[src/locond_pkg.sv]
// Function
// - after information goes true, wait programmed on-delay, 0..9999 ms, default 0.
// - after information goes false, hold output for holding time, 0..9999 ms, default 0.
// - no-fault, brake, output, precharge, line contactor sources force on-delay to zero.
// - no-fault, brake, precharge, line contactor sources force holding time to zero.
// - per-output polarity: active-high drives 1 when true, active-low drives 0.
// - no-fault, brake, precharge, line contactor sources lock polarity active-high.
// - analog reuse output drives configured minimum for 0, maximum for 1.
// - source selector offers relay sources plus contactor, reel, wobble, precharge; default none.
package locond_pkg;
   // ---------------------------------------------------------------
   // timing
   // ---------------------------------------------------------------
   localparam int unsigned CLK_HZ       = 10_000_000;
   localparam int unsigned TICK_US      = 1000;
   localparam int unsigned TICK_CYCLES  = CLK_HZ / 1_000_000 * TICK_US;
   localparam int unsigned MAX_MS       = 9999;
   localparam int unsigned MS_W         = 14;
   // ---------------------------------------------------------------
   // register map
   // ---------------------------------------------------------------
   localparam logic [7:0] REG_CTRL_A    = 8'h00;
   localparam logic [7:0] REG_ON_A      = 8'h04;
   localparam logic [7:0] REG_HOLD_A    = 8'h08;
   localparam logic [7:0] REG_CTRL_B    = 8'h0C;
   localparam logic [7:0] REG_ON_B      = 8'h10;
   localparam logic [7:0] REG_HOLD_B    = 8'h14;
   localparam logic [7:0] REG_ANA_MIN   = 8'h18;
   localparam logic [7:0] REG_ANA_MAX   = 8'h1C;
   localparam logic [7:0] REG_STATUS    = 8'h20;
   localparam logic [7:0] REG_SRCVEC    = 8'h24;
   // ctrl fields
   localparam int unsigned CTRL_SRC_LSB = 0;
   localparam int unsigned SRC_W        = 5;
   localparam int unsigned CTRL_NEG_BIT = 8;
   // reset values
   localparam logic [MS_W-1:0] ON_RST   = 14'h0000;
   localparam logic [MS_W-1:0] HOLD_RST = 14'h0000;
   localparam logic [15:0] ANA_MIN_RST  = 16'h0000;
   localparam logic [15:0] ANA_MAX_RST  = 16'hFFFF;
   // ---------------------------------------------------------------
   // source selector codes
   // ---------------------------------------------------------------
   localparam logic [4:0] SRC_NONE                       = 5'h00;
   localparam logic [4:0] SRC_NO_FAULT                   = 5'h01;
   localparam logic [4:0] SRC_BRAKE_CONTACTOR_SOURCE     = 5'h10;
   localparam logic [4:0] SRC_LINE_CONTACTOR_SOURCE      = 5'h11;
   localparam logic [4:0] SRC_OUTPUT_CONTACTOR_SOURCE    = 5'h12;
   localparam logic [4:0] SRC_END_OF_REEL_SOURCE         = 5'h13;
   localparam logic [4:0] SRC_COUNTER_WOBBLE_SYNC_SOURCE = 5'h14;
   localparam logic [4:0] SRC_DC_PRECHARGE_SOURCE        = 5'h15;
   localparam logic [4:0] SRC_RELAY_LAST                 = 5'h0F;
endpackage : locond_pkg

[src/locond_chan.sv]
`timescale 1ns/100ps
module locond_chan #(
   parameter int unsigned MS_W = 14
) (
   // clock
   input  wire logic            clk_i,
   input  wire logic            rst_i,
   input  wire logic            ce_i,
   input  wire logic            tick_i,
   // config
   input  wire logic            info_i,
   input  wire logic [MS_W-1:0] on_ms_i,
   input  wire logic [MS_W-1:0] hold_ms_i,
   input  wire logic            neg_i,
   // result
   output logic                 state_o,
   output logic                 pin_o
);
   typedef struct packed {
      logic            st;
      logic [MS_W-1:0] cnt;
      logic            pin;
   } locond_ch_s;
   locond_ch_s q_ff, nxt_q;

   if (MS_W < locond_pkg::MS_W) begin : g_width_check
      $error("MS_W too narrow for the longest delay");
   end

   always_comb begin
      nxt_q = q_ff;
      if (info_i == q_ff.st) begin
         nxt_q.cnt = '0;
      end else begin
         if ((info_i && q_ff.cnt >= on_ms_i) ||
             (!info_i && q_ff.cnt >= hold_ms_i)) begin
            nxt_q.st  = info_i;
            nxt_q.cnt = '0;
         end else if (tick_i) begin
            nxt_q.cnt = q_ff.cnt + 1'b1;
         end
      end
      nxt_q.pin = nxt_q.st ^ neg_i;
   end

   always_ff @(posedge clk_i) begin
      if (rst_i) begin
         q_ff <= '0;
      end else if (ce_i) begin
         q_ff <= nxt_q;
      end
   end

   assign state_o = q_ff.st;
   assign pin_o   = q_ff.pin;
endmodule : locond_chan

[src/locond_top.sv]
`timescale 1ns/100ps
module locond_top (
   // clock and reset
   input  wire logic        clk_i,
   input  wire logic        rst_i,
   input  wire logic        ce_i,
   // wishbone
   input  wire logic        cyc_i,
   input  wire logic        stb_i,
   input  wire logic        we_i,
   input  wire logic [7:0]  adr_i,
   input  wire logic [3:0]  sel_i,
   input  wire logic [31:0] dat_i,
   output logic      [31:0] dat_o,
   output logic             ack_o,
   // information sources, indexed by selector code
   input  wire logic [31:0] src_i,
   // outputs
   output logic             expansion_logic_output_four_o,
   output logic             analog_reuse_logic_output_o,
   output logic      [15:0] first_analog_output_o
);
   localparam int unsigned W = locond_pkg::MS_W;

   typedef struct packed {
      logic [1:0][4:0]   src;
      logic [1:0]        neg;
      logic [1:0][W-1:0] on_ms;
      logic [1:0][W-1:0] hold_ms;
      logic [15:0]       ana_min;
      logic [15:0]       ana_max;
      logic [13:0]       tdiv;
      logic              tick;
      logic              ack;
      logic [31:0]       rdat;
      logic              lo4;
      logic              reuse;
      logic [15:0]       ana;
   } locond_s;
   locond_s q_ff, nxt_q;

   logic [1:0]        info;
   logic [1:0]        st;
   logic [1:0]        pin;
   logic [1:0][W-1:0] eff_on;
   logic [1:0][W-1:0] eff_hold;
   logic [1:0]        eff_neg;

   // ---------------------------------------------------------------
   // forced settings per channel
   // ---------------------------------------------------------------
   for (genvar g = 0; g < 2; g++) begin : g_ch
      logic lock4;
      logic lock_on;
      assign lock4 = q_ff.src[g] == locond_pkg::SRC_NO_FAULT ||
                     q_ff.src[g] == locond_pkg::SRC_BRAKE_CONTACTOR_SOURCE ||
                     q_ff.src[g] == locond_pkg::SRC_DC_PRECHARGE_SOURCE ||
                     q_ff.src[g] == locond_pkg::SRC_LINE_CONTACTOR_SOURCE;
      assign lock_on = lock4 ||
                       q_ff.src[g] == locond_pkg::SRC_OUTPUT_CONTACTOR_SOURCE;
      assign info[g]     = (q_ff.src[g] != locond_pkg::SRC_NONE) &&
                           src_i[q_ff.src[g]];
      assign eff_on[g]   = lock_on ? '0 : q_ff.on_ms[g];
      assign eff_hold[g] = lock4 ? '0 : q_ff.hold_ms[g];
      assign eff_neg[g]  = lock4 ? 1'b0 : q_ff.neg[g];
      locond_chan #(.MS_W(W)) u_chan (
         .clk_i     (clk_i),
         .rst_i     (rst_i),
         .ce_i      (ce_i),
         .tick_i    (q_ff.tick),
         .info_i    (info[g]),
         .on_ms_i   (eff_on[g]),
         .hold_ms_i (eff_hold[g]),
         .neg_i     (eff_neg[g]),
         .state_o   (st[g]),
         .pin_o     (pin[g])
      );
   end

   // ---------------------------------------------------------------
   // next state
   // ---------------------------------------------------------------
   always_comb begin
      logic [W-1:0] wv;
      wv    = W'(dat_i);
      nxt_q = q_ff;
      nxt_q.tick = 1'b0;
      if (q_ff.tdiv == 14'(locond_pkg::TICK_CYCLES - 1)) begin
         nxt_q.tdiv = '0;
         nxt_q.tick = 1'b1;
      end else begin
         nxt_q.tdiv = q_ff.tdiv + 1'b1;
      end
      if (dat_i > 32'(locond_pkg::MAX_MS)) begin
         wv = W'(locond_pkg::MAX_MS);
      end
      nxt_q.ack  = cyc_i && stb_i && !q_ff.ack;
      nxt_q.rdat = '0;
      if (cyc_i && stb_i && !q_ff.ack) begin
         unique case (adr_i)
            locond_pkg::REG_CTRL_A: nxt_q.rdat = {23'h0, q_ff.neg[0], 3'h0, q_ff.src[0]};
            locond_pkg::REG_CTRL_B: nxt_q.rdat = {23'h0, q_ff.neg[1], 3'h0, q_ff.src[1]};
            locond_pkg::REG_ON_A:   nxt_q.rdat = 32'(q_ff.on_ms[0]);
            locond_pkg::REG_ON_B:   nxt_q.rdat = 32'(q_ff.on_ms[1]);
            locond_pkg::REG_HOLD_A: nxt_q.rdat = 32'(q_ff.hold_ms[0]);
            locond_pkg::REG_HOLD_B: nxt_q.rdat = 32'(q_ff.hold_ms[1]);
            locond_pkg::REG_ANA_MIN: nxt_q.rdat = 32'(q_ff.ana_min);
            locond_pkg::REG_ANA_MAX: nxt_q.rdat = 32'(q_ff.ana_max);
            locond_pkg::REG_STATUS: nxt_q.rdat = {28'h0, pin, st};
            locond_pkg::REG_SRCVEC: nxt_q.rdat = src_i;
            default:                nxt_q.rdat = 32'h0000_0000;
         endcase
         if (we_i && sel_i[0]) begin
            unique case (adr_i)
               locond_pkg::REG_CTRL_A: begin
                  nxt_q.src[0] = dat_i[locond_pkg::CTRL_SRC_LSB +: locond_pkg::SRC_W];
                  nxt_q.neg[0] = dat_i[locond_pkg::CTRL_NEG_BIT];
               end
               locond_pkg::REG_CTRL_B: begin
                  nxt_q.src[1] = dat_i[locond_pkg::CTRL_SRC_LSB +: locond_pkg::SRC_W];
                  nxt_q.neg[1] = dat_i[locond_pkg::CTRL_NEG_BIT];
               end
               locond_pkg::REG_ON_A:    nxt_q.on_ms[0]   = wv;
               locond_pkg::REG_ON_B:    nxt_q.on_ms[1]   = wv;
               locond_pkg::REG_HOLD_A:  nxt_q.hold_ms[0] = wv;
               locond_pkg::REG_HOLD_B:  nxt_q.hold_ms[1] = wv;
               locond_pkg::REG_ANA_MIN: nxt_q.ana_min   = dat_i[15:0];
               locond_pkg::REG_ANA_MAX: nxt_q.ana_max   = dat_i[15:0];
               default: ;
            endcase
         end
      end
      nxt_q.lo4 = pin[0];
      nxt_q.reuse = pin[1];
      nxt_q.ana = pin[1] ? q_ff.ana_max : q_ff.ana_min;
   end

   always_ff @(posedge clk_i) begin
      if (rst_i) begin
         q_ff         <= '0;
         q_ff.ana_max <= locond_pkg::ANA_MAX_RST;
         q_ff.ana_min <= locond_pkg::ANA_MIN_RST;
      end else if (ce_i) begin
         q_ff <= nxt_q;
      end
   end

   assign expansion_logic_output_four_o = q_ff.lo4;
   assign analog_reuse_logic_output_o   = q_ff.reuse;
   assign first_analog_output_o         = q_ff.ana;
   assign dat_o = q_ff.rdat;
   assign ack_o = q_ff.ack;
endmodule : locond_top

[config.mk]
export PLATFORM = sky130hd
export DESIGN_NAME = locond_top
export DESIGN_NICKNAME = d
export VERILOG_FILES = /design/src/locond_pkg.sv /design/src/locond_chan.sv /design/src/locond_top.sv
export SDC_FILE = /design/constraint.sdc
export NUM_CORES = 1
export LEC_CHECK = 0
export BUFFER_PORTS_ARGS = -buffer_cell sky130_fd_sc_hd__buf_2
export CAP_MARGIN = 15
export CORE_AREA = 8 8 166 168
export CTS_BUF_LIST = sky130_fd_sc_hd__clkbuf_8
export DETAILED_ROUTE_END_ITERATION = 10
export DIE_AREA = 0 0 174 176
export HOLD_SLACK_MARGIN = 0.08
export PLACE_DENSITY = 0.72
export SKIP_LAST_GASP = 1
export SLEW_MARGIN = 20
export SYNTH_ARGS = -nofsm -noshare
export SYNTH_HDL_FRONTEND = slang
export SYNTH_SLANG_ARGS = --single-unit
[constraint.sdc]
create_clock -name clk_i -period 9.4 [get_ports clk_i]
set_clock_uncertainty 0.2 [all_clocks]
set_input_delay 0.94 -clock clk_i [delete_from_list [all_inputs] [get_ports clk_i]]
set_output_delay 0.94 -clock clk_i [all_outputs]
set_load 0.03 [all_outputs]
Yosys cells after proc, flatten, opt, wreduce, memory -nomap -nowiden:

Index checks and enable logic that the tools add are counted.
W data, S select, Z words.

* register bits: 198
* input bits: 82
* output and inout bits: 51
* logic and storage cells: 120

* add/sub/neg operators: 3
* $lt $le $gt $ge: 7
* equal/unequal tests: 22
* mux-type cells: 26
* bitwise gates (word level): 2
* reductions and logical operators: 37

Operators with widths (number)
* $pmux W32 S10: 1
* $mux W14: 12
* $ge A14 B14 Y1: 4
* $add A14 B1 Y14 const B: 3
* $eq A5 B5 Y1 const B: 8
* $eq A8 B5 Y1 const B: 4
* $gt A32 B14 Y1 const B: 1
* $mux W32: 1
* $reduce_and A4 Y1: 8
* $eq A8 B4 Y1 const B: 2
* $eq A8 B6 Y1 const B: 2
* $mux W16: 1
* $eq A14 B14 Y1 const B: 1
* $lt A5 B6 Y1 const B: 2
* $bmux W1 S5: 2
* $eq A5 B1 Y1 const B: 2
* $logic_or A1 B1 Y1: 10
* $reduce_bool A5 Y1: 2
* $logic_and A1 B1 Y1: 9
* $mux W1: 9
* $eq A8 B3 Y1 const B: 1
* $logic_not A8 Y1: 1
* $reduce_bool A3 Y1: 2
* $reduce_and A2 Y1: 2
* 3 further kinds: 7

Logic depth before layout (Yosys ltp):

Gate-level depths: netlist (run 1).

* word-level depth: 12
* gate-level depth with buffers: 19
* mapped depth without buffers: 15

Cells and area by module:

Synthesis (run 1) repeated with hierarchy kept, for this count alone.

* cell total of the unflattened synthesis: 1486
* area total of the unflattened synthesis: 12116.6 um^2

By module, submodules not included
* locond_top: instances 1, cells an instance 1062, area each 8752.1 um^2, sequential area each 3323.2 um^2
* locond_chan at g_ch[0].u_chan: instances 1, cells an instance 219, area each 1689.1 um^2, sequential area each 320.3 um^2
* locond_chan at g_ch[1].u_chan: instances 1, cells an instance 205, area each 1675.4 um^2, sequential area each 320.3 um^2

Least setup slack after synthesis (run 1):

Ideal clock, no wire load.

* path type: reg-to-reg
* start: register q_ff[157] in the netlist's numbering
* end: register g_ch[0].u_chan.q_ff[13] in the netlist's numbering
* arrival: 3.431 ns
* data required time: 9.130 ns
* path slack: 5.699 ns
* cell stages (with the launch flop): 19
* period minus slack after synthesis: 3.701 ns
* path through: dfxtp_1 buf_6 buf_2 nand2b_1 o21ai_0 nand2_1 o21ai_0 nand2_1 clkbuf_1 nand2_1 ha_1 a21o_1 a31oi_1 o2111ai_1 a211o_1 mux2_4 nand2b_4 or3b_1 a21oi_1

* longest elaborated chain between the ends: 11
* elaborated cells between the ends (all ways): 26
* classes of those cells: order compare (2); eq/ne (6); mux (6); reduce/logical (12)

RTL lines
* start, declared: line locond_top.sv:40 `locond_s q_ff, nxt_q;`
* start signal, assigned: line locond_top.sv:144 `q_ff <= nxt_q;`
* $eq A5 B1 Y1 / $eq A5 B5 Y1 (equally long branches): line locond_top.sv:55, locond_top.sv:56
* $logic_or A1 B1 Y1: line locond_top.sv:55 `assign lock4 = q_ff.src[g] == locond_pkg::SRC_NO_FAULT ||`
* $logic_or A1 B1 Y1: line locond_top.sv:56 `q_ff.src[g] == locond_pkg::SRC_BRAKE_CONTACTOR_SOURCE ||`
* $logic_or A1 B1 Y1: line locond_top.sv:57 `q_ff.src[g] == locond_pkg::SRC_DC_PRECHARGE_SOURCE ||`
* $logic_or A1 B1 Y1: line locond_top.sv:59 `assign lock_on = lock4 ||`
* $mux W14: line locond_top.sv:63 `assign eff_on[g] = lock_on ? '0 : q_ff.on_ms[g];`
* $ge A14 B14 Y1: line locond_chan.sv:35 `if ((info_i && q_ff.cnt >= on_ms_i) ||`
* $logic_and A1 B1 Y1: line locond_chan.sv:35
* $logic_or A1 B1 Y1: line locond_chan.sv:35
* $reduce_bool A3 Y1 (no source line) / $mux W14 (equally long branches)
* $reduce_and A2 Y1 (no source line) / $mux W14 (equally long branches)
* end signal, assigned: line locond_chan.sv:50 `q_ff <= nxt_q;`
* end, declared: line locond_chan.sv:24 `locond_ch_s q_ff, nxt_q;`

Several ways; a longest one is shown, not always the timed one. The select of a mux whose other input is x is not followed.
A chain may end at the register's enable or synchronous reset.

Worst setup path after layout (run 1):

* start: register q_ff[162] in the netlist's numbering
* end: register g_ch[1].u_chan.q_ff[1] in the netlist's numbering

* longest elaborated chain between the ends: 11
* elaborated cells between the ends (all ways): 26
* classes of those cells: order compare (2); eq/ne (6); mux (6); reduce/logical (12)

RTL lines (line)
* $eq A5 B1 Y1 / $eq A5 B5 Y1 (equally long branches): locond_top.sv:55, locond_top.sv:56
* $logic_or A1 B1 Y1: locond_top.sv:55
* $logic_or A1 B1 Y1: locond_top.sv:56
* $logic_or A1 B1 Y1: locond_top.sv:57
* $logic_or A1 B1 Y1: locond_top.sv:59
* $mux W14: locond_top.sv:63
* $ge A14 B14 Y1: locond_chan.sv:35
* $logic_and A1 B1 Y1: locond_chan.sv:35
* $logic_or A1 B1 Y1: locond_chan.sv:35
* $reduce_bool A3 Y1 (no source line) / $mux W14 (equally long branches)
* $reduce_and A2 Y1 (no source line) / $mux W14 (equally long branches)
* end signal, assigned: locond_chan.sv:50
* end, declared: locond_chan.sv:24

Several ways; a longest one is shown, not always the timed one. The select of a mux whose other input is x is not followed.

==> results.txt, run 1 <==
- Result of the run: complete, no violations
- TritonCTS built the clock tree.
- The congestion estimate from routability-driven global placement came to 0.947.
- Number of antenna violations at the first check in global routing: 0
* Cells along the critical path: inv_1, a21o_1, a22o_1, nand2_1, nand2_1, ha_1, a21oi_1, o21ai_0, a221oi_1, o21ai_0, or3_1, a21o_1, nor2_2, mux2_2
* Antenna cells: 0
- In the final routed layout, each cell accounts on average for 19.4 um.
- WS Path Type: reg -> reg
- Of the post-synthesis cell area, the dominant cell type holds 0.360.
* Total buffers and inverters traversed by the critical path: 1
- Post-synth ARST share: 0
- Clock-pin slew was measured on the worst setup and hold paths at 120 ps.
* Avg Synthesized Cell Area: 8.12 um^2
- Sink count of the clock tree: 198
- At the pin with the least slew margin, the transition time is 1190 ps.
- After routing, the total negative slack on setup checks comes to 0 ps.
- Cell area after synthesis: 11000 um^2
* Drt first pass iters: 7
- Placed wire-length estimate: 25.0 mm
* Leak Pwr: 4.35 nW
- Setup violations remaining at the end of the flow were counted as 0.
- The worst hold path belongs to the class reg -> reg.
* Number of primary I/O pins: 133
* DRC marker count from the first detailed-route iteration: 1080
- Post-CTS setup buffer count: 0
- Reported net switching power: 0.418 mW
* GRT Max-Usage Layer: met2
* ANT nets after route: 0
* Sequential share of the synthesized area: 0.360
* Total Nets Final: 1537
* Final worst slack: 4560 ps
- Summed over all layers, the global routing overflow is 0.
* Worst supply voltage drop on vdd: 0.114 mV
- Number of slew-limit violations in the final report: 0
- Data on the critical path is required at its endpoint by 9630 ps.
* Final core utilization: 0.482
* Arrival time of the worst setup path: 5070 ps
* Overall Global Routing Usage: 0.213
* Period Utilization, post-route: 0.515
- DR vias: 10300
* Synthesis Warnings: 0
* TritonCTS Buffers: 17
- Number of levels the H-tree was split into: 4
- Leaving out fill and tap cells, the most frequent cell in the layout is dfxtp_1.
- Initial core utilization: 0.444
* Number of instances resized during post-cts repair: 0
- Entering global routing, the biggest net connects 90 pins.
- Biggest area consumer among synthesized cells: dfxtp_1
* Number of vias per cell: 5.90
- The via count of the first global-routing pass came to 9587.
- Derived from the worst setup path, the maximum achievable clock frequency is 207 MHz.
- X dimension of the die: 174 um
- Headroom to the max-slew limit came out at 0.202.
- The first global-routing pass estimated 52.9 mm of wire.
- In the global route stage, met2 resource usage came out at 0.336.
- After floorplanning, the core was divided into 58 placement rows.
* EDFF count, synth: 0
* # DRC: 0
- Internal power: 1.10 mW
- The floorplan step defined a core boundary enclosing 24800 um^2.
- In this run, post-CTS hold repair placed 0 buffers.
- Part of the total power dissipated in the clock network: 0.382
- Synthesized Nets: 1499
* Number of max-cap violations: 0
* Crit-path slowest cell: dfxtp_1
* Area of the die: 30600 um^2
- Total Power: 1.52 mW
- The worst setup path is captured at a flop.
- Along the worst path, the maximum fanout reaches 16.
* Pre-CTS setup slack: 4670 ps
- In this run the clock root is driven by a clkbuf_8.
- Area growth from synthesis to layout: 8.53%
- Of the total power, combinational logic draws 0.061.
- Met3 track demand over resource in global routing: 0.0466
- The die is 176 um tall.
- Power per Cell Area: 127 nW/um^2
* Time the final worst path needs with I/O delays and setup: 4840 ps
- Setup repair after global routing missed its margin: no
* Crit path max-delay family: compound AO/OA/AOI/OAI gates
- Synth top area cells: dfxtp_1, mux2i_1, ha_1
- Input and output buffers added on the ports amount to 129.
- Post-Route WL: 33.8 mm
- Final Hold Vio Count: 0
- Met1 track demand over resource in global routing: 0.292
- Most frequent cells in the layout: dfxtp_1, nand2_1, nor2_1
* Switching share of power: 0.275
- The clock passes through at most 2 buffers.
- In the final layout, the share of cells above drive strength 1 is 0.141.
- Worst reg-to-reg setup slack: 4560 ps
* Startpoint type of the worst setup path: flop
* Post-Syn Instances: 1358
* Clock latency of the later-clocked register in the worst-skew pair: 490 ps
- Total of flip-flops plus latches after synthesis: 198
- Portion of total power attributed to sequential cells: 0.558
- In this design, the stage delay of the slowest critical-path cell is 910 ps.
- The netlist uses 60 different library cells.
* Top flip-flop cell by instance count after synthesis: dfxtp_1
-- tightest hold or removal path, delay by kind of cell (launching register included) --
kind	cells	cell delay, ps
AO/OA/AOI/OAI	1	50
flip-flops	1	330
AND/OR/NAND/NOR	1	50
-- cell usage after synthesis (all sizes together) (2+ instances only) --
cell type / instances
nor4: 8
a21o: 14
o21ai: 47
nand3b: 7
inv: 12
nand4b: 2
o21a: 5
and2: 14
o22ai: 2
a222oi: 10
a211o: 17
o2111ai: 2
a21oi: 122
and3: 9
mux4: 5
nor3: 17
mux2i: 74
or3b: 2
a22oi: 26
xor2: 8
ha: 59
a211oi: 49
nand3: 26
or3: 6
nand4: 13
and4: 4
nor2b: 30
nor2: 184
clkbuf: 66
mux2: 4
xnor2: 4
nor4b: 2
buf: 58
a22o: 14
nand2: 191
a221oi: 16
a31oi: 8
nand2b: 11
or4: 2
dfxtp: 198
-- power by group through the flow --
stage	Sequential, mW	Combinational, mW	Clock, mW
floorplan	0.865	0.0527	0
global route	0.847	0.0988	0.617
global placement	0.865	0.0895	0
finish	0.846	0.0923	0.579
CTS	0.846	0.0909	0.585
detailed placement	0.865	0.0906	0
-- layout make-up --
class / instances / area (um^2)
Fill cell: 2463 / 12900
Multi-Input combinational cell: 1024 / 6380
Sequential cell: 198 / 3970
Timing Repair Buffer: 143 / 753
Tap cell: 330 / 413
Clock buffer: 17 / 234
Clock inverter: 15 / 175
Inverter: 12 / 45.0
-- state kept, by name, indices dropped and copies added (netlist names) --
| register | count |
|---|---|
| dat_o | 32 |
| expansion_logic_output_four_o | 1 |
| ack_o | 1 |
| g_ch.u_chan.state_o | 2 |
| first_analog_output_o | 16 |
| g_ch.u_chan.pin_o | 2 |
| g_ch.u_chan.q_ff | 28 |
| q_ff | 115 |
| analog_reuse_logic_output_o | 1 |
-- stage by stage --
stage / std cells / instance area, um^2 / hold WS [ps]
3_3_place_gp: 1707 / 11500 / 251
3_5_place_dp: 1707 / 11600 / 257
5_1_grt: 1739 / 12000 / 297
2_1_floorplan: 1358 / 11000 / 244
6_report: 1739 / 12000 / 275
4_1_cts: 1739 / 12000 / 272
-- metal layers --
| layer | routed length, um | part of all wire |
|---|---|---|
| met1 | 15000 | 0.44 |
| met2 | 15300 | 0.45 |
| met3 | 2830 | 0.084 |
| met4 | 635 | 0.019 |
| met5 | 0 | 0 |
-- final timing paths --
check | start | to | cells after the start
worst min-delay path | q_ff[92] | q_ff[92] | 2
worst min register to register | q_ff[92] | q_ff[92] | 2
worst max-delay path | q_ff[162] | g_ch[1].u_chan.q_ff[1] | 14
worst max register to register | q_ff[162] | g_ch[1].u_chan.q_ff[1] | 14
-- cell families after synthesis --
group                    count (synthesis)  share of synthesized area
AO/OA/AOI/OAI                          341                      0.202
XOR/XNOR                                12                    0.00953
adder cells (fa/ha/maj)                 59                     0.0670
buffers and inverters                  136                     0.0645
flip-flops                             198                      0.360
multiplexers                            83                     0.0818
AND/OR/NAND/NOR                        529                      0.216
Note: power is estimated with default switching activity, not from simulation.
==> run 2, diff against run 1 <==
--- a/config.mk
+++ b/config.mk
@@ -5,14 +5,15 @@
 export SDC_FILE = /design/constraint.sdc
 export NUM_CORES = 1
 export LEC_CHECK = 0
+export ABC_AREA = 1
 export BUFFER_PORTS_ARGS = -buffer_cell sky130_fd_sc_hd__buf_2
 export CAP_MARGIN = 15
-export CORE_AREA = 8 8 166 168
+export CORE_AREA = 8 8 170 172
 export CTS_BUF_LIST = sky130_fd_sc_hd__clkbuf_8
 export DETAILED_ROUTE_END_ITERATION = 10
-export DIE_AREA = 0 0 174 176
+export DIE_AREA = 0 0 178 180
 export HOLD_SLACK_MARGIN = 0.08
-export PLACE_DENSITY = 0.72
+export PLACE_DENSITY = 0.74
 export SKIP_LAST_GASP = 1
 export SLEW_MARGIN = 20
 export SYNTH_ARGS = -nofsm -noshare
==> constraint.sdc (replaced) <==
create_clock -name clk_i -period 4.1 [get_ports clk_i]
set_clock_uncertainty 0.2 [all_clocks]
set_input_delay 0.41 -clock clk_i [delete_from_list [all_inputs] [get_ports clk_i]]
set_output_delay 0.41 -clock clk_i [all_outputs]
set_load 0.03 [all_outputs]
==> run 2 against run 1 <==
Flip-flop and latch count unchanged. Largest power group unchanged. Largest cell class unchanged. Final cell count increased by 25%. Critical path type unchanged. Sequential share of layout area decreased by 2.4 points.
==> results.txt, run 2 <==
* Post-CTS setup buffer count: 0 (unchanged)
- Wire per inst: 17.4 um (-10%)
- Number of global-route vias before repair: 11000 (+14%)
* Placed wire-length estimate: 28.5 mm (+14%)
* Ratio of cells with drive above 1 in the final layout: 0.117 (-0.0247)
* DRC marker count from the first detailed-route iteration: 1466 (+36%)
- STA classifies the critical path startpoint as a flop.
- In this run the worst hold path is classified as in -> reg.
* Antenna cells: 0 (unchanged)
- The net count after synthesis came to 1881 (+25%).
* WS Path Type: reg -> reg
* Share of cell area taken by muxes after synthesis: 0 (-0.0818)
- F_max: 283 MHz (+37%)
- Top flip-flop cell by instance count after synthesis: dfxtp_1
- By area the synthesized netlist is led by dfxtp_1, nand2_1, a21oi_1.
* Placed standard-cell area: 12200 um^2 (+5.4%)
- Standard-cell row count: 60 (+3.4%)
- The register area is 3960 um^2 (about the same).
- The chip height was 180 um (+2.3%).
- The time the worst path needs with I/O delays and setup was 3540 ps (-1300 ps).
* Synthesis Warnings: 0 (unchanged)
- The combined area of all synthesized cells is 11700 um^2 (+5.8%).
* Transition at the pin with the smallest max-transition slack: 748 ps (-444 ps)
- Core area: 26400 um^2 (+6.2%)
* Overall Global Routing Usage: 0.232 (+0.0195)
- The library cell used most frequently in the layout, excluding fill and tap cells, is nand2_1.
* FF-to-FF End: g_ch[0].u_chan.q_ff[10]
* Largest net degree at the start of global routing: 62 (-31%)
- Hold Slack: 102 ps (-173 ps)
- Setup repair after global routing left no endpoint under its margin.
- TritonCTS Buffers: 17 (unchanged)
- Wire length of the first global-routing pass: 59.4 mm (+12%)
* Simple-gate area share of the yosys netlist: 0.281 (+0.0647)
- The synthesized-area fraction occupied by xor and xnor cells was 0.0203 (+0.0107).
* Period Utilization, post-route: 0.862 (+0.347)
- Met1 track demand over resource in global routing: 0.322 (+0.0296)
- Leak Pwr: 5.97 nW (+37%)
- Total of flip-flops plus latches after synthesis: 198 (unchanged)
- Compound-cell area share of the yosys netlist: 0.175 (-0.0266)
- Setup TNS after final layout: 0 ps (unchanged)
- Met3 track demand over resource in global routing: 0.0666 (+0.0201)
- The clock net sink count came to 198 (unchanged).
- The smallest setup slack after layout is 565 ps (-4000 ps).
- Weighted congestion reported at the end of routability-driven placement: 1.02 (+7.9%)
- ANT nets after route: 0 (unchanged)
- Post-Syn Instances: 1740 (+28%)
- The library cells used most frequently in the layout, excluding fill and tap cells, are nand2_1, dfxtp_1, inv_1.
* Power per Cell Area: 289 nW/um^2 (+130%)
- The area of all placed cells without fillers came to 12900 um^2 (+7.9%).
- The final hold violation count came to 0 (unchanged).
- Maximum fanout count along the critical path: 14 (-2)
- Worst reg-to-reg setup slack: 560 ps (-4000 ps)
* Met2 global-route usage: 0.339 (+0.00288)
- The CTS clock-pin slew for the worst setup and hold paths came to 120 ps (about the same).
- The hold buffer count at cts came to 31 (+31).
- The boundary pin count came to 133 (unchanged).
- EDFF count, synth: 0 (unchanged)
- The share of the synthesized area in the top cell type is 0.340 (-0.0196).
* Startpoint of the worst setup timing path: q_ff[157]
* Area growth from synthesis to layout: 10.7%
* Largest family of logic cells by synthesized area: simple AND/OR/NAND/NOR gates
* Relative slew margins: 0.501 (+0.299)
- The worst voltage drop across the vdd grid was 0.268 mV (+130%).
- STA classifies the critical path endpoint as a flop.
- # DRC: 0 (unchanged)
* Number of distinct library cells after synthesis: 42 (-30%)
- The critical path ends at g_ch[0].u_chan.q_ff[10].
- Arrival time of the worst setup path: 3760 ps (-1310 ps)
- Worst EP required: 4320 ps (-5310 ps)
* Number of antenna violations at the first check in global routing: 0 (unchanged)
- The arithmetic-cell share of the synthesized area counting full adders, half adders and majority gates was 0.0633 (-0.00366).
- The number of fill cells is 2617 (+6.3%).
* Avg Synthesized Cell Area: 6.70 um^2 (-17%)
- Number of instances resized during post-cts repair: 0 (unchanged)
- The effective utilization at floorplan came to 0.443 (-0.00165).
- The number of flip-flops in the largest register was 115 (unchanged).
* Total Nets Final: 1956 (+27%)
- In this run the critical register-to-register path is launched from q_ff[157].
* Reg2reg path depth: 17 (+3)
* DR vias: 12000 (+17%)
- Clock Tree Buf Depth: 2 (unchanged)
* Commonest cells post-synth: nand2_1, dfxtp_1, inv_1, nor2_1, a21oi_1
* GRT Max-Usage Layer: met2
* IO Port Bufs: 129 (unchanged)
* Final setup violation count: 0 (unchanged)
- The detailed-router iteration count before antenna repair was 7 (unchanged).
- The total detailed-routing wirelength was 37.8 mm (+12%).
* Clock latency of the later-clocked register in the worst-skew pair: 490 ps (about the same)
* Post-synth ARST share: 0 (unchanged)
- Number of vias per cell: 5.53 (-6.3%)
- Sequential share of the synthesized area: 0.340 (-0.0196)
* Number of slew-limit violations in the final report: 0 (unchanged)
* Area of the die: 32000 um^2 (+4.6%)
- Total congestion overflow after global routing: 0 (unchanged)
- The run finished with clean final reports.
- The chip width was 178 um (+2.3%).
* Hold path start: dat_i[8]
- Multi-input gate area: 6290 um^2 (-1.4%)
- Pre-CTS setup slack: 598 ps (-4070 ps)
- The count of H-tree levels built during CTS came to 4 (unchanged).
- The root buffer cell chosen for the clock tree is clkbuf_8.
- Number of max-cap violations: 0 (unchanged)
- Biggest area consumer among synthesized cells: dfxtp_1
* CTS tree: yes
- Register bank with the most flops: q_ff
- Most repeated cell in the gate-level netlist after synthesis: nand2_1
-- run 2: cell types whose count changed after synthesis, moves of 36 or more --
cell / change
a211oi_1: -49
a21oi_1: +44
inv_1: +163
mux2i_1: -74
nand2_1: +265
nand3_1: +59
o211ai_1: +36
o21ai_0: +72
-- run 2: worst min-delay path by stage --
stage,depth (start not counted),slack [ps],to
2_1_floorplan,2,250,dat_o[0]
3_3_place_gp,2,250,dat_o[21]
3_5_place_dp,2,250,dat_o[25]
4_1_cts,3,80,q_ff[154]
5_1_grt,3,100,q_ff[155]
6_report,3,100,q_ff[155]
-- run 2: routing by layer --
metal	vias to the layer above	wire, um
met2	572	16400
met4	0	946
met1	5556	16000
li1	5804	-
met5	-	0
met3	67	4510
-- run 2: layout make-up --
type                            count  share of cell area
Inverter                          181              0.0526
Timing Repair Buffer              183              0.0874
Sequential cell                   198               0.307
Clock inverter                     15              0.0146
Tap cell                          341              0.0330
Multi-Input combinational cell   1234               0.487
Clock buffer                       17              0.0181
-- run 2: worst max-delay path, stage by stage, from the launching register on --
cell,delay [ps]
dfxtp_1,560
nor2_1,160
nand2_1,120
nand2_1,70
inv_1,320
nand2_1,160
ha_1,320
nand2_1,70
inv_1,30
o21bai_1,130
nand2_1,70
nor2_1,160
o21ai_0,150
nand3_2,160
nand3_4,200
o21bai_4,350
nand2_1,100
a21oi_1,130
-- run 2: power by group --
part	internal [mW]	switching [mW]
clock network	0.482	0.853
logic	0.149	0.268
registers	1.95	0.0267
total	2.58	1.15
-- run 2: kinds of logic (layout without fill, tap and decap cells) --
logic type               Yosys count  after routing
XOR/XNOR                          27             27
adder cells (fa/ha/maj)           59             59
buffers and inverters            308            396
AND/OR/NAND/NOR                  786            786
flip-flops                       198            198
AO/OA/AOI/OAI                    362            362
-- run 2: per-stage QoR --
stage          cells   util  total power [mW]
3_3_place_gp    2106  0.462              2.40
6_report        2169  0.490              3.73
2_1_floorplan   1740      -              2.28
3_5_place_dp    2106  0.462              2.40
5_1_grt         2169  0.490              3.88
4_1_cts         2169  0.490              3.74
==> run 3, diff against run 2 <==
--- a/config.mk
+++ b/config.mk
@@ -8,14 +8,15 @@
 export ABC_AREA = 1
 export BUFFER_PORTS_ARGS = -buffer_cell sky130_fd_sc_hd__buf_2
 export CAP_MARGIN = 15
-export CORE_AREA = 8 8 170 172
+export CORE_AREA = 8 8 178 180
 export CTS_BUF_LIST = sky130_fd_sc_hd__clkbuf_8
 export DETAILED_ROUTE_END_ITERATION = 10
-export DIE_AREA = 0 0 178 180
+export DIE_AREA = 0 0 186 188
 export HOLD_SLACK_MARGIN = 0.08
 export PLACE_DENSITY = 0.74
 export SKIP_LAST_GASP = 1
 export SLEW_MARGIN = 20
 export SYNTH_ARGS = -nofsm -noshare
 export SYNTH_HDL_FRONTEND = slang
+export SYNTH_HIERARCHICAL = 1
 export SYNTH_SLANG_ARGS = --single-unit
==> run 3 against run 2 <==
First-iteration DRC count decreased by 25%. Combinational power up 12%. Area after synthesis up 9.7%. Hold slack gained 53 ps. Highest routed layer unchanged.
==> results.txt, run 3 <==
- Result of the run: complete, no violations
- The starting DRC count in detailed routing is 1096 (-25%).
* WS Path Type: reg -> reg
* Total routed wire length on the met1 layer: 17.0 mm (+6.3%)
- The count of flip-flops with a built-in enable after synthesis is 0 (unchanged).
* Setup repair after global routing missed its margin: no
* Cell mode on critical path: nand2_1
* ANT nets after route: 0 (unchanged)
- Ratio of cells with drive above 1 in the final layout: 0.136 (+0.0199)
- FF-to-FF End: g_ch[1].u_chan/q_ff[11]
- Worst reg-to-reg setup slack: 640 ps (+80 ps)
- The count of maximum capacitance violations came to 0 (unchanged).
- The length of routed met2 wiring came to 18.9 mm (+16%).
- Most frequent cells in the layout: nand2_1, inv_1, nor2_1
- Hold path start: dat_i[10]
* Transition at the pin with the smallest max-transition slack: 965 ps (+217 ps)
* Synthesis Warnings: 6 (+6)
- Worst EP required: 4290 ps (-30 ps)
- Met3 routed wirelength: 2.59 mm (-43%)
- The number of distinct library cells after synthesis is 43 (+2.4%).
* Sink count of the clock tree: 198 (unchanged)
- The via count of the first global-routing pass was 12000 (+9.5%).
- The routability congestion estimate was 0.989 (-3.3%).
* Final setup violation count: 0 (unchanged)
- Class of the worst hold path: in -> reg
- Worst hold stages: 3 (unchanged)
- The final core utilization came to 0.482 (-0.00831).
* Biggest area consumer among synthesized cells: dfxtp_1
- Core area: 29000 um^2 (+10%)
- F_max: 289 MHz (+2.2%)
- The die area came to 35000 um^2 (+9.1%).
- The maximum single-stage delay on the critical path came to 600 ps (+40 ps).
- The count of H-tree levels built during CTS was 4 (unchanged).
- The startpoint identified for the worst register-to-register timing path is q_ff[161].
- The most critical setup path has its startpoint at q_ff[161].
- Antenna cells: 0 (unchanged)
* Most repeated cell in the gate-level netlist after synthesis: nand2_1
- Wire per inst: 16.4 um (-5.6%)
* Post-CTS setup buffer count: 0 (unchanged)
- Clock Tree Buf Depth: 2 (unchanged)
* Number of antenna violations at the first check in global routing: 0 (unchanged)
* Relative slew margins: 0.354 (-0.147)
- The CTS clock-pin slew for the worst setup and hold paths came to 100 ps (-20 ps).
* Wire length of the first global-routing pass: 62.8 mm (+5.7%)
- Counting instances in the post-synthesis netlist gives the leading cell types as nand2_1, inv_1, nor2_1, dfxtp_1, a21oi_1.
* Post-Route WL: 40.2 mm (+6.3%)
- The maximum fanout encountered on the critical timing path is 15 (+1).
- Largest net degree at the start of global routing: 56 (-9.7%)
- Highest routing layer actually used: met4
- Number of flip-flops in the largest register: 115 (unchanged)
* Worst supply voltage drop on vdd: 0.209 mV (-22%)
* Post-Syn Instances: 1976 (+14%)
- Final design area excluding fillers: 14000 um^2 (+8.2%)
* Final Hold Vio Count: 0 (unchanged)
* Total of flip-flops plus latches after synthesis: 198 (unchanged)
- Cell area after synthesis: 12800 um^2 (+9.7%)
* Synthesized Nets: 2117 (+13%)
* Standard-cell row count: 63 (+5.0%)
- CTS placed an instance of clkbuf_8 at the clock tree root.
* TritonCTS Buffers: 17 (unchanged)
* Clock latency of the later-clocked register in the worst-skew pair: 490 ps (about the same)
- Post-synth ARST share: 0 (unchanged)
* Period Utilization, post-route: 0.844 (-0.0184)
- Endpoint with the worst hold slack: q_ff[92]
- Reg2reg path depth: 19 (+2)
- Setup TNS after final layout: 0 ps (unchanged)
- Time the final worst path needs with I/O delays and setup: 3460 ps (-75.3 ps)
- The worst hold slack after final layout was 155 ps (+52.9 ps).
- The placed instance area came to 13300 um^2 (+9.6%).
* Cells along the critical path: nand2_1, o21ai_0, nand2_1, inv_1, nor2_1, inv_1, ha_1, nand2_1, inv_1, nand2_1, nand2_1, nor2_1, nand4_2, nand2_4, nand2_2, nand2_2, nand2_1, nand2_1, nor2_1
- Total Nets Final: 2182 (+12%)
- The quantity of I/O buffers inserted on ports was 129 (unchanged).
- Overall Global Routing Usage: 0.224 (-0.00787)
* Area growth from synthesis to layout: 9.25%
- Power per Cell Area: 264 nW/um^2 (-8.4%)
- Synth top area cells: dfxtp_1, nand2_1, inv_1
* Top flip-flop cell by instance count after synthesis: dfxtp_1
- The half-perimeter wire length after detailed placement is 30.5 mm (+7.2%).
* Crit path capture type: flop
- Most common cell after layout, fill and taps aside: nand2_1
- TritonCTS built the clock tree.
- Register bank with the most flops: q_ff
- For this design, the slowest cell found on the critical path is dfxtp_1.
* Number of instances resized during post-cts repair: 0 (unchanged)
- X dimension of the die: 186 um (+4.5%)
- Share of the synthesized area in the top cell type: 0.310 (-0.0300)
* Leak Pwr: 6.43 nW (+7.6%)
- The effective utilization at floorplan was 0.441 (-0.00164).
- DR vias: 12800 (+6.6%)
- The remaining design rule violation count was 0 (unchanged).
- Avg Synthesized Cell Area: 6.47 um^2 (-3.4%)
- The sequential element share of the synthesized area was 0.310 (-0.0300).
- The final global-route overflow total was 0 (unchanged).
* Number of vias per cell: 5.23 (-5.4%)
- Arrival time of the worst setup path: 3650 ps (-110 ps)
- The number of max-slew violations in the final report came to 0 (unchanged).
* Number of primary I/O pins: 133 (unchanged)
- Startpoint type of the worst setup path: flop
* Drt first pass iters: 6 (-1)
- Vertical die dimension: 188 um (+4.4%)
run 3: timing repair:
action	in CTS	in global routing
endpoints found under the hold margin	26	0
hold buffers	23	0
endpoints found under the setup margin	0	0
run 3: area by class of cell:
class	instances	area, um^2
fill	3008	15000
multi-input combinational	1340	6920
sequential	198	3960
inverter	307	1150
timing repair buffer	177	1070
tap	390	488
clock buffer	17	234
clock inverter	14	148
run 3: cell families after synthesis:
logic type	after synthesis	share of synthesized area
AO/OA/AOI/OAI	332	0.153
XOR/XNOR	8	0.00548
adder cells (fa/ha/maj)	59	0.0577
buffers and inverters	438	0.150
flip-flops	198	0.310
AND/OR/NAND/NOR	941	0.324
run 3: worst max-delay path: cells and delay by family, from the launching register on:
kind | cells | cell delay [ps]
compound gates | 1 | 200
fa+ha+maj | 1 | 250
buf+inv | 3 | 470
flops | 1 | 600
simple gates | 14 | 1620
run 3: metal layers:
layer	GRT usage	up-vias
met5	0	-
met2	0.375	439
met4	0.107	0
met1	0.277	5846
li1	-	6428
met3	0.0337	76
run 3: worst max path at each step:
| stage | slack [ps] | endpoint |
|---|---|---|
| 6_report | 640 | g_ch[1].u_chan/q_ff[11] |
| 5_1_grt | 340 | g_ch[1].u_chan/q_ff[11] |
| 4_1_cts | 450 | g_ch[1].u_chan/q_ff[14] |
| 3_5_place_dp | 480 | g_ch[1].u_chan/q_ff[11] |
| 3_3_place_gp | 550 | g_ch[1].u_chan/q_ff[11] |
| 2_1_floorplan | 1210 | g_ch[1].u_chan/q_ff[14] |
run 3: where the power goes:
| group | internal (mW) | leakage [nW] | switching, mW |
|---|---|---|---|
| sequential | 1.95 | 1.60 | 0.0343 |
| clock | 0.495 | 0.187 | 0.751 |
| combinational | 0.155 | 4.64 | 0.309 |
run 3: through the flow:
step / total power, mW / setup WS, ps / cells
6_report: 3.69 / 640 / 2443
5_1_grt: 3.85 / 338 / 2443
4_1_cts: 3.71 / 445 / 2443
3_5_place_dp: 2.47 / 479 / 2389
3_3_place_gp: 2.46 / 548 / 2389
2_1_floorplan: 2.33 / 1210 / 1976
